$ cat src/pkg/sfdpd_map.svh
// Behaviour
// - Bytes 378h and 37Ch return 71h, the command that writes the latency register.
// - Bytes 379h and 37Dh return 65h, the command that reads the latency register back.
// - Byte 37Ah returns 04h, the address of the volatile third configuration register.
// - Byte 37Bh returns 94h: variable latency, two-bit field, field LSB at bit 4.
// - Byte 37Eh returns 04h, the address of the non-volatile third configuration register.
// - Byte 37Fh returns D0h: variable latency, four-bit field, field LSB at bit 0.
// - A locator word holds support in bit 31, width code in 30:29, addressed access in 28, LSB in 26:24.
// - Bit 27 of every locator word reads zero, so the register is not picked by the last address byte.
// - Bytes 380h to 383h all return 00h, as 22 to 30 dummy cycles are not offered.
// - The long-latency word has flags at bits 31, 25, 19, 13, 7, five-bit patterns after each, 1:0 zero.
`ifndef SFDPD_MAP_SVH
`define SFDPD_MAP_SVH

// Table placement
`define SFDPD_VOL_BASE 24'h000378
`define SFDPD_NVL_BASE 24'h00037C
`define SFDPD_LONG_BASE 24'h000380

// Locator word contents
`define SFDPD_WR_CMD 8'h71
`define SFDPD_RD_CMD 8'h65
`define SFDPD_CR3_ADDR 8'h04
`define SFDPD_VOL_WIDTH 2'b00
`define SFDPD_NVL_WIDTH 2'b10
`define SFDPD_VOL_LSB 3'h4
`define SFDPD_NVL_LSB 3'h0
`define SFDPD_SUPPORTED 1'b1
`define SFDPD_ADDRESSED 1'b1
`define SFDPD_LAST_BYTE 1'b0

// Long latency word: five flags, five patterns, all absent
`define SFDPD_LONG_FLAGS 5'h00
`define SFDPD_LONG_PAT 5'h00
`define SFDPD_RSVD 2'h0

// Answer outside this segment
`define SFDPD_UNMAPPED 8'hFF

// Serial protocol
`define SFDPD_PARAM_RD_CMD 8'h5A
`define SFDPD_ADDR_BITS 24
`define SFDPD_DUMMY_BITS 8

`endif

$ cat src/pkg/sfdpd_pkg.sv
package sfdpd_pkg;

    typedef enum logic [4:0] {
        SFDPD_CMD = 5'h01,
        SFDPD_ADDR = 5'h02,
        SFDPD_DUMMY = 5'h04,
        SFDPD_DATA = 5'h08,
        SFDPD_IGNORE = 5'h10
    } sfdpd_state_t;

    typedef logic [7:0] sfdpd_byte_t;

endpackage

$ cat src/hw/sfdpd_rom.sv
`timescale 1ns/1ps
`include "sfdpd_map.svh"

module sfdpd_rom
    import sfdpd_pkg::*;
#(
    parameter int ADDR_W = `SFDPD_ADDR_BITS
) (
    // Lookup
    input wire logic [ADDR_W-1:0] addr,
    output sfdpd_byte_t data
);

    // Builds a latency locator word
    function automatic logic [31:0] locator(input logic [1:0] width, input logic [2:0] lsb);
        locator = {`SFDPD_SUPPORTED, width, `SFDPD_ADDRESSED,
                   `SFDPD_LAST_BYTE, lsb,
                   `SFDPD_CR3_ADDR,
                   `SFDPD_RD_CMD,
                   `SFDPD_WR_CMD};
    endfunction

    // Builds the long latency word, one flag then one pattern per latency
    function automatic logic [31:0] long_word(input logic [4:0] flags, input logic [4:0] pat);
        logic [31:0] w;
        w = 32'h0000_0000;
        for (int i = 0; i < 5; i++) begin
            w[31 - 6*i] = flags[4-i];
            w[30 - 6*i -: 5] = pat;
        end
        w[1:0] = `SFDPD_RSVD;
        long_word = w;
    endfunction

    logic [31:0] vol_word;
    logic [31:0] nvl_word;
    logic [31:0] long_w;
    logic [31:0] sel_word;
    logic hit;

    assign vol_word = locator(`SFDPD_VOL_WIDTH, `SFDPD_VOL_LSB);
    assign nvl_word = locator(`SFDPD_NVL_WIDTH, `SFDPD_NVL_LSB);
    assign long_w = long_word(`SFDPD_LONG_FLAGS, `SFDPD_LONG_PAT);

    always_comb begin
        hit = 1'b1;
        sel_word = 32'h0000_0000;
        case ({addr[ADDR_W-1:2], 2'b00})
            ADDR_W'(`SFDPD_VOL_BASE): sel_word = vol_word;
            ADDR_W'(`SFDPD_NVL_BASE): sel_word = nvl_word;
            ADDR_W'(`SFDPD_LONG_BASE): sel_word = long_w;
            default: hit = 1'b0;
        endcase
    end

    // Little-endian byte order within each word
    assign data = hit ? sel_word[8*addr[1:0] +: 8] : `SFDPD_UNMAPPED;

endmodule // sfdpd_rom

$ cat src/hw/sfdpd_top.sv
`timescale 1ns/1ps
`include "sfdpd_map.svh"

module sfdpd_top
    import sfdpd_pkg::*;
#(
    parameter int ADDR_W = `SFDPD_ADDR_BITS,
    parameter int DUMMY_BITS = `SFDPD_DUMMY_BITS
) (
    // System
    input wire logic mclk,
    input wire logic reset,
    input wire logic ce,
    // Serial link, mode 0
    input wire logic cs_n,
    input wire logic sclk,
    input wire logic si,
    output logic so,
    output logic so_oe
);

    // Limits the counters and the table lookup can serve
    if (ADDR_W < 10 || ADDR_W > 32) begin : g_addr_w_bad
        $error("sfdpd_top: ADDR_W out of range");
    end
    if (DUMMY_BITS < 1 || DUMMY_BITS > 32) begin : g_dummy_bad
        $error("sfdpd_top: DUMMY_BITS out of range");
    end

    localparam int BYTE_BITS = $bits(sfdpd_byte_t);

    sfdpd_state_t state_q;
    logic sclk_q;
    logic rise;
    logic fall;
    logic [7:0] cmd_q;
    logic [ADDR_W-1:0] addr_q;
    logic [5:0] cnt_q;
    logic [7:0] sh_q;
    logic first_q;
    logic [ADDR_W-1:0] rom_addr;
    sfdpd_byte_t rom_data;
    logic dummy_done;
    logic data_fall;
    logic byte_done;

    ////////////////////////////////////////////////////////////////////////////
    // Shared decodes

    // True on the last bit of a phase that is len bits long
    function automatic logic phase_end(input logic [5:0] cnt, input int len);
        phase_end = (cnt == 6'(len - 1));
    endfunction

    ////////////////////////////////////////////////////////////////////////////
    // Edge detection

    always_ff @(posedge mclk) begin
        if (reset) begin
            sclk_q <= 1'b0;
        end else if (ce) begin
            sclk_q <= sclk;
        end
    end

    assign rise = !cs_n && sclk && !sclk_q;
    assign fall = !cs_n && !sclk && sclk_q;

    assign dummy_done = (state_q == SFDPD_DUMMY) && rise && phase_end(cnt_q, DUMMY_BITS);
    // The first fall after the header only ends the last dummy bit
    assign data_fall = (state_q == SFDPD_DATA) && fall && !first_q;
    assign byte_done = data_fall && phase_end(cnt_q, BYTE_BITS);

    ////////////////////////////////////////////////////////////////////////////
    // Phase sequencing

    always_ff @(posedge mclk) begin
        if (reset || (ce && cs_n)) begin
            state_q <= SFDPD_CMD;
        end else if (ce) begin
            case (state_q)
                SFDPD_CMD: begin
                    if (rise && phase_end(cnt_q, BYTE_BITS)) begin
                        state_q <= ({cmd_q[6:0], si} == `SFDPD_PARAM_RD_CMD) ?
                            SFDPD_ADDR : SFDPD_IGNORE;
                    end
                end
                SFDPD_ADDR: begin
                    if (rise && phase_end(cnt_q, ADDR_W)) begin
                        state_q <= SFDPD_DUMMY;
                    end
                end
                SFDPD_DUMMY: begin
                    if (dummy_done) begin
                        state_q <= SFDPD_DATA;
                    end
                end
                SFDPD_DATA: begin
                    state_q <= SFDPD_DATA;
                end
                SFDPD_IGNORE: begin
                    state_q <= SFDPD_IGNORE;
                end
                default: begin
                    state_q <= SFDPD_CMD;
                end
            endcase
        end
    end

    ////////////////////////////////////////////////////////////////////////////
    // Bit counter within the current phase

    always_ff @(posedge mclk) begin
        if (reset || (ce && cs_n)) begin
            cnt_q <= 6'h00;
        end else if (ce) begin
            case (state_q)
                SFDPD_CMD: begin
                    if (rise) begin
                        cnt_q <= phase_end(cnt_q, BYTE_BITS) ? 6'h00 : cnt_q + 6'h01;
                    end
                end
                SFDPD_ADDR: begin
                    if (rise) begin
                        cnt_q <= phase_end(cnt_q, ADDR_W) ? 6'h00 : cnt_q + 6'h01;
                    end
                end
                SFDPD_DUMMY: begin
                    if (rise) begin
                        cnt_q <= phase_end(cnt_q, DUMMY_BITS) ? 6'h00 : cnt_q + 6'h01;
                    end
                end
                SFDPD_DATA: begin
                    if (data_fall) begin
                        cnt_q <= byte_done ? 6'h00 : cnt_q + 6'h01;
                    end
                end
                default: begin
                    cnt_q <= 6'h00;
                end
            endcase
        end
    end

    ////////////////////////////////////////////////////////////////////////////
    // Command and address capture

    always_ff @(posedge mclk) begin
        if (reset || (ce && cs_n)) begin
            cmd_q <= 8'h00;
        end else if (ce && state_q == SFDPD_CMD && rise) begin
            cmd_q <= {cmd_q[6:0], si};
        end
    end

    always_ff @(posedge mclk) begin
        if (reset || (ce && cs_n)) begin
            addr_q <= '0;
        end else if (ce) begin
            if (state_q == SFDPD_ADDR && rise) begin
                addr_q <= {addr_q[ADDR_W-2:0], si};
            end else if (byte_done) begin
                addr_q <= addr_q + ADDR_W'(1);
            end
        end
    end

    ////////////////////////////////////////////////////////////////////////////
    // Table lookup

    assign rom_addr = (state_q == SFDPD_DATA) ? addr_q + ADDR_W'(1) : addr_q;

    sfdpd_rom #(
        .ADDR_W(ADDR_W)
    ) u_rom (
        .addr(rom_addr),
        .data(rom_data)
    );

    ////////////////////////////////////////////////////////////////////////////
    // Output shifter, MSB first, loads on the last dummy rise, then shifts on falling clock

    always_ff @(posedge mclk) begin
        if (reset || (ce && cs_n)) begin
            sh_q <= 8'h00;
        end else if (ce) begin
            if (dummy_done) begin
                sh_q <= rom_data;
            end else if (data_fall) begin
                // Next byte loads as the last bit of this one ends
                sh_q <= byte_done ? rom_data : {sh_q[6:0], 1'b0};
            end
        end
    end

    // Marks that the first data bit already stands on the pin
    always_ff @(posedge mclk) begin
        if (reset || (ce && cs_n)) begin
            first_q <= 1'b0;
        end else if (ce) begin
            if (dummy_done) begin
                first_q <= 1'b1;
            end else if (state_q == SFDPD_DATA && fall) begin
                first_q <= 1'b0;
            end
        end
    end

    assign so = sh_q[7];
    assign so_oe = (state_q == SFDPD_DATA) && !cs_n;

endmodule // sfdpd_top

$ cat config.mk
export PLATFORM = sky130hd
export DESIGN_NAME = sfdpd_top
export DESIGN_NICKNAME = d
export VERILOG_FILES = /design/src/pkg/sfdpd_pkg.sv /design/src/hw/sfdpd_rom.sv /design/src/hw/sfdpd_top.sv
export VERILOG_INCLUDE_DIRS = /design/src /design/src/pkg
export SDC_FILE = /design/constraint.sdc
export NUM_CORES = 1
export LEC_CHECK = 0
export BUFFER_PORTS_ARGS = -buffer_cell sky130_fd_sc_hd__clkbuf_2
export CORE_ASPECT_RATIO = 1.5
export CORE_MARGIN = 2
export CORE_UTILIZATION = 35
export DETAILED_ROUTE_END_ITERATION = 10
export PLACE_DENSITY_LB_ADDON = 0.08
export SETUP_SLACK_MARGIN = 0.1
export SYNTH_ARGS = -nofsm -noshare
export SYNTH_HDL_FRONTEND = slang
export SYNTH_SLANG_ARGS = --single-unit
$ cat constraint.sdc
create_clock -name mclk -period 3 [get_ports mclk]
set_clock_uncertainty 0.15 [all_clocks]
set_input_delay 0.6 -clock mclk [delete_from_list [all_inputs] [get_ports mclk]]
set_output_delay 0.6 -clock mclk [all_outputs]
set_load 0.005 [all_outputs]
==> summary.md, run 1 <==
| Metric | Value |
|---|---|
| # diodes | `0` |
| Vias | `3,715` |
| Status | `completed` |
| Buf+Inv Stages, Crit Path | `1` |
| RSZ-0062 raised after global routing | `false` |
| HP Class | `flop to flop` |
| Slowest CP cell | `nor4_4` |
| Layout fillers | `1,080` |
| Total Wirelength | `10,800 um` |
| Largest net degree at the start of global routing | `30` |
| Final setup fails | `0` |
| Tot Pwr | `1.35 mW` |
| Top post-synthesis cells by area | `dfxtp_1, a21oi_1, nor2_1` |
| Die area | `0.0113 mm2` |
| Seq/Total Area, Yosys | `28.5%` |
| DP HPWL | `7990 um` |
| Type of origin of the critical path | `flop` |
| Multi-input gate area | `0.00243 mm2` |
| Share of cells above drive strength 1 | `13.7%` |
| Root Buffer | `clkbuf_16` |
| Antenna violations before repair | `0` |
| Post-synthesis area per instance | `7.40 um2` |
| Die H | `129 um` |
| Largest stage delay, worst path | `0.42 ns` |
| Grt ovf | `0` |
| Core Util, Final | `40.6%` |
| Number of cell rows | `45` |
| Critical path cell sequence | `nor4_4 -> buf_4 -> nand2_2 -> o311a_1 -> o221a_2 -> a32oi_1 -> o311ai_2 -> a31oi_1` |
| Post-DP Area | `0.00394 mm2` |
| Inserted Clock Buffers | `5` |
| Min Tclk post-route | `2.71 ns` |
| Crit-path max FO | `8` |
| Fmax | `368 MHz` |
| Routed wire per std cell | `17.4 um` |
| Clock latency on the worst-skew pair | `0.30 ns` |
| Flops & latches, synth | `52` |
| H-tree Lvls | `2` |
| RePlAce Congestion | `0.814` |
| Final non-filler cell area | `0.00412 mm2` |
| # port buffers | `7` |
| Mapped Cells | `494` |
| Max-slew violation count | `0` |
| Area Overhead vs Synth | `12.6%` |
| Count of hold-fix buffers inserted at cts | `0` |
| Crit. End Element | `flop` |
| Core area | `0.0101 mm2` |
| Syn Std Cell Area | `0.00366 mm2` |
| Most used flip-flop cell after synthesis | `dfxtp_1` |
| DRT Pass-1 Iters | `6` |
| Critical Path AT | `2.79 ns` |
| Share of the synthesized area in the top cell type | `28.5%` |
| Leading cell types in the layout, fill and taps excluded | `dfxtp_1, nor2_1, nand2_1, a21oi_1, o21ai_0` |
| Post-CTS setup buffers | `0` |
| Initial Util | `36.1%` |
| Max Cap Viol | `0` |
| Pleak | `1.49 nW` |
| Worst rel slew slack | `57.3%` |
| First-pass GRT wire length | `18,000 um` |
| Net Count, Synth | `502` |
| CP required | `3.08 ns` |
| Initial drt markers | `222` |
| P per Cell Area | `329 mW/mm2` |
| Area leader, netlist | `dfxtp_1` |
| CTS max path bufs | `2` |
| Die X | `87.5 um` |
| Ys async rst share | `0%` |
| Cts repair resizes | `0` |
| IR Drop Worst-Case VDD | `193 uV` |
| Vias/cell | `5.99` |
| Number of distinct library cells after synthesis | `73` |
| Least-Margin Pin Slew | `0.639 ns` |
| CTS tree | `built` |
| GR Util All Layers | `19.9%` |
| Final hold vios | `0` |
| Number of global-route vias before repair | `3,547` |
| Synth Warn # | `0` |
| Final Cycle Share | `90.5%` |
| Post-synth EDFFs | `0` |
| DRC errors left | `0` |
| Commonest non-fill, non-tap cell in the layout | `dfxtp_1` |
| Storage cell area | `0.00104 mm2` |
| I/O pin cnt | `8` |
| Sum Neg Setup Slack | `0 ns` |
| Clock sink count | `52` |
| Clock slew at reported path FFs | `0.08 ns` |
| Final #Nets | `510` |
| ANT nets after route | `0` |
| Worst Setup Path Type | `flop to flop` |
| Delay-heaviest family, CP | `compound AO/OA/AOI/OAI gates` |
flip-flops by register name, summed over array words and instances (netlist names):
name / cells
addr_q: 24
sh_q: 8
cmd_q: 7
cnt_q: 6
state_q: 5
first_q: 1
sclk_q: 1
through the flow:
step	setup WS (ns)	hold WS [ns]	std cells
after floorplan	0.335	0.270	494
after global placement	0.203	0.293	612
after CTS	0.163	0.309	620
final	0.286	0.305	620
after global routing	0.103	0.327	620
after detailed placement	0.182	0.297	612
routing by layer:
metal,part of all wire [%],global-route usage (%),wire [um],vias up
li1,-,-,-,1865
met1,43,23.9,4670,1767
met2,52,36.0,5630,66
met3,2.6,2.42,278,17
met4,1.9,6.88,200,0
met5,0,0,0,-
power breakdown:
group | internal (mW) | leakage [nW] | switching (mW) | total, mW
combinational | 0.0156 | 0.996 | 0.0320 | 0.0476
clock | 0.317 | 0.0708 | 0.296 | 0.613
sequential | 0.691 | 0.419 | 0.00145 | 0.692
total | 1.02 | 1.49 | 0.330 | 1.35
worst reg2reg max path, cell delays in order (launching register included):
cell and delay, ns:
dfxtp_1 0.38, nor4_4 0.42, buf_4 0.22, nand2_2 0.17, o311a_1 0.37, o221a_2 0.28
a32oi_1 0.34, o311ai_2 0.14, a31oi_1 0.19
path summary, 6_finish.rpt:
check / from / endpoint / slack, ns / depth (start not counted)
hold reg to reg: sh_q[7] / sh_q[7] / 0.31 / 2
setup / recovery: state_q[0] / sh_q[5] / 0.29 / 8
hold / removal: sh_q[7] / sh_q[7] / 0.31 / 2
setup reg to reg: state_q[0] / sh_q[5] / 0.29 / 8
final cells by class:
cell class / count / share of cell area (%)
inverters: 10 / 0.912
clock buffers: 5 / 3.04
clock inverters: 3 / 0.608
repair buffers: 42 / 7.54
multi-input cells: 391 / 59.1
flip-flops and latches: 52 / 25.3
well taps: 117 / 3.56
cell usage after synthesis, drive strengths merged, types with 4 or more instances:
cell type,instances
nor2,50
nand2,49
a21o,6
o211ai,6
dfxtp,52
a31oi,8
nor2b,4
and3,9
a21oi,41
mux2i,13
xor2,4
nand4,14
a22o,6
and2,7
clkbuf,27
xnor2,5
or3,5
o21ai,38
nor3,14
nor4,11
nand3,19
a2111oi,4
a311oi,4
a22oi,12
o22ai,6
buf,14
inv,10
cell families after synthesis:
group	Yosys count	synth area share [%]
DFF	52	28.5
xor gates and xnor gates	9	2.16
and+or+nand+nor	204	30.0
buffers and inverters	51	5.82
muxes	13	3.56
AOI/OAI and AO/OA	163	29.3
adders and majority gates	2	0.684
(Power assumes the default switching activity.)
==> run 2, diff against run 1 <==
--- a/config.mk
+++ b/config.mk
@@ -7,7 +7,7 @@
 export NUM_CORES = 1
 export LEC_CHECK = 0
 export BUFFER_PORTS_ARGS = -buffer_cell sky130_fd_sc_hd__clkbuf_2
-export CORE_ASPECT_RATIO = 1.5
+export CORE_ASPECT_RATIO = 1.75
 export CORE_MARGIN = 2
 export CORE_UTILIZATION = 35
 export DETAILED_ROUTE_END_ITERATION = 10
==> run 2 against run 1 <==
Net effect:
- final area grew 2.1%
- total power up 7.6%
- via count up 1.9%
- global-route usage is 0.86 points higher
- clock power rose by 17%
- first-iteration DRC count fell by 31%
- non-clock buffer count rose by 5
- clock-buffer cell count rose by 2
- register-to-register slack lost 0.05 ns
- highest routed layer unchanged
- sequential cell count stayed put
==> summary.md, run 2 (synthesis gave the netlist of run 1 again) <==
| Metric | Value |
|---|---|
| CP required | `3.02 ns (was 3.08 ns)` |
| Total Wirelength | `11,600 um (was 10,800 um)` |
| Final Cycle Share | `92.2% (was 90.5%)` |
| ANT nets after route | `0 (unchanged)` |
| Sum Neg Setup Slack | `0 ns (unchanged)` |
| Hold EP | `sh_q[7] (unchanged)` |
| Biggest register | `addr_q (unchanged)` |
| IR Drop Worst-Case VDD | `279 uV (was 193 uV)` |
| # port buffers | `7 (unchanged)` |
| Fmax | `361 MHz (was 368 MHz)` |
| Hold depth | `2 (unchanged)` |
| Crit path from | `addr_q[0] (was state_q[0])` |
| First-pass GRT wire length | `18,600 um (was 18,000 um)` |
| RePlAce Congestion | `0.864 (was 0.814)` |
| Worst rel slew slack | `60.5% (was 57.3%)` |
| Worst R2R Start | `addr_q[0] (was state_q[0])` |
| Final setup fails | `0 (unchanged)` |
| DRT Pass-1 Iters | `4 (was 6)` |
| Die H | `139 um (was 129 um)` |
| # diodes | `0 (unchanged)` |
| Number of global-route vias before repair | `3,733 (was 3,547)` |
| Initial drt markers | `154 (was 222)` |
| Final hold vios | `0 (unchanged)` |
| R2R setup slack | `0.23 ns (was 0.29 ns)` |
| DRC errors left | `0 (unchanged)` |
| Core area | `0.0102 mm2 (was 0.0101 mm2)` |
| Logic pwr share | `3.2% (was 3.5%)` |
| CTS max path bufs | `2 (unchanged)` |
| Type of origin of the critical path | `flop (unchanged)` |
| Crit-path max FO | `10 (was 8)` |
| Net Sw Power | `0.309 mW (was 0.330 mW)` |
| Grt ovf | `0 (unchanged)` |
| Top Metal Used | `met4 (unchanged)` |
| Sequential Power Share | `47.6% (was 51.2%)` |
| Vias/cell | `5.96 (was 5.99)` |
| Clock latency on the worst-skew pair | `0.30 ns (about the same)` |
| Initial Util | `35.7% (was 36.1%)` |
| Hold path start | `sh_q[7] (unchanged)` |
| Power Internal | `1.15 mW (was 1.02 mW)` |
| Routed wire per std cell | `18.2 um (was 17.4 um)` |
| Switch share | `21.2% (was 24.4%)` |
| Post-CTS setup buffers | `0 (unchanged)` |
| Crit. End Element | `flop (unchanged)` |
| Setup slack at placement | `0.100 ns (was 0.182 ns)` |
| WL met2 | `6480 um (was 5630 um)` |
| CTS tree | `built (unchanged)` |
| Count of hold-fix buffers inserted at cts | `0 (unchanged)` |
| Max Cap Viol | `0 (unchanged)` |
| Commonest non-fill, non-tap cell in the layout | `dfxtp_1 (unchanged)` |
| P per Cell Area | `346 mW/mm2 (was 329 mW/mm2)` |
| Worst Setup Path Type | `flop to flop (unchanged)` |
| Slowest CP cell | `a2111oi_4 (was nor4_4)` |
| Clock slew at reported path FFs | `0.07 ns (was 0.08 ns)` |
| Max FFs per register | `24 (unchanged)` |
| Antenna violations before repair | `0 (unchanged)` |
| Pleak | `1.54 nW (was 1.49 nW)` |
| Inserted Clock Buffers | `5 (unchanged)` |
| Setup slack after layout | `0.234 ns (was 0.286 ns)` |
| DP HPWL | `8820 um (was 7990 um)` |
| Critical Path AT | `2.79 ns (about the same)` |
| Max-slew violation count | `0 (unchanged)` |
| Critical path cell sequence | `ha_1 -> buf_4 -> and4_1 -> a22o_1 -> a311oi_1 -> o221a_2 -> nand2_1 -> a2111oi_4 -> o21ai_0 (was nor4_4 -> buf_4 -> nand2_2 -> o311a_1 -> o221a_2 -> a32oi_1 -> o311ai_2 -> a31oi_1)` |
| Clock sink count | `52 (unchanged)` |
| Largest stage delay, worst path | `0.39 ns (was 0.42 ns)` |
| Largest net degree at the start of global routing | `32 (was 30)` |
| Die area | `0.0113 mm2 (about the same)` |
| Buf+Inv Stages, Crit Path | `1 (unchanged)` |
| Metal-1 WL | `4530 um (was 4670 um)` |
| Min Tclk post-route | `2.77 ns (was 2.71 ns)` |
| R2R depth | `9 (was 8)` |
| Number of cell rows | `49 (was 45)` |
| Area Overhead vs Synth | `15.0% (was 12.6%)` |
| Final #Nets | `515 (was 510)` |
| Least-Margin Pin Slew | `0.592 ns (was 0.639 ns)` |
| Die X | `81.3 um (was 87.5 um)` |
| Met3 wire length | `217 um (was 278 um)` |
| Top flop regs | `addr_q: 24 flops, sh_q: 8 flops, cmd_q: 7 flops (unchanged)` |
| I/O pin cnt | `8 (unchanged)` |
| Leading cell types in the layout, fill and taps excluded | `dfxtp_1, nor2_1, nand2_1, a21oi_1, buf_4 (was dfxtp_1, nor2_1, nand2_1, a21oi_1, o21ai_0)` |
| Vias | `3,784 (was 3,715)` |
| RSZ-0062 raised after global routing | `false (unchanged)` |
| Clock power share | `49.2% (was 45.3%)` |
| Root Buffer | `clkbuf_16 (unchanged)` |
| Status | `completed (unchanged)` |
| Worst R2R End | `sh_q[3] (was sh_q[5])` |
| HP Class | `flop to flop (unchanged)` |
| Share of cells above drive strength 1 | `14.6% (was 13.7%)` |
| Delay-heaviest family, CP | `compound AO/OA/AOI/OAI gates (unchanged)` |
| H-tree Lvls | `2 (unchanged)` |
| GR Util All Layers | `20.8% (was 19.9%)` |
run 2: worst max path at each step:
stage | end | slack (ns) | cells past startpoint
global route | sh_q[1] | 0.08 | 8
CTS | sh_q[3] | 0.12 | 7
detailed placement | sh_q[4] | 0.10 | 8
floorplan | sh_q[5] | 0.33 | 9
global placement | sh_q[4] | 0.07 | 8
finish | sh_q[3] | 0.23 | 9
run 2: power by group through the flow:
stage	Sequential, mW	Combinational, mW	Clock, mW
6_report	0.693	0.0473	0.717
5_1_grt	0.693	0.0514	0.757
4_1_cts	0.693	0.0479	0.729
3_5_place_dp	0.709	0.0477	0
3_3_place_gp	0.709	0.0478	0
2_1_floorplan	0.709	0.0283	0
run 2: area by class of cell:
type                       instances  area, um2
inverter                          10       37.5
tap                              127        159
clock inverter                     1       30.0
clock buffer                       7        153
timing repair buffer              47        352
sequential                        52       1040
fill                            1051       6030
multi-input combinational        391       2430
run 2: metal layers:
metal | track usage, % | vias up
li1 | - | 1871
met3 | 2.47 | 25
met4 | 8.47 | 0
met5 | 0 | -
met1 | 21.4 | 1833
met2 | 40.1 | 55
run 2: worst min-delay path, stage by stage (launching register included):
cell and delay (ns):
dfxtp_1 0.33, nand2_1 0.05, nand3_1 0.05
run 2: repair_timing:
| item | 4_1_cts | 5_1_grt |
|---|---|---|
| setup endpoints to repair | 5 | 8 |
| pin swaps | 0 | 2 |
| resized for setup | 1 | 7 |
run 2: metrics by stage:
step                      power (mW)  util, %  hold WS [ns]  instance area [um2]  cells
after global placement         0.757     38.9         0.289                 3990    627
final                           1.46     41.1         0.305                 4210    635
after detailed placement       0.757     38.9         0.294                 3990    627
after global routing            1.50     41.1         0.344                 4210    635
after CTS                       1.47     40.8         0.311                 4180    635
after floorplan                0.737        -         0.270                 3660    494
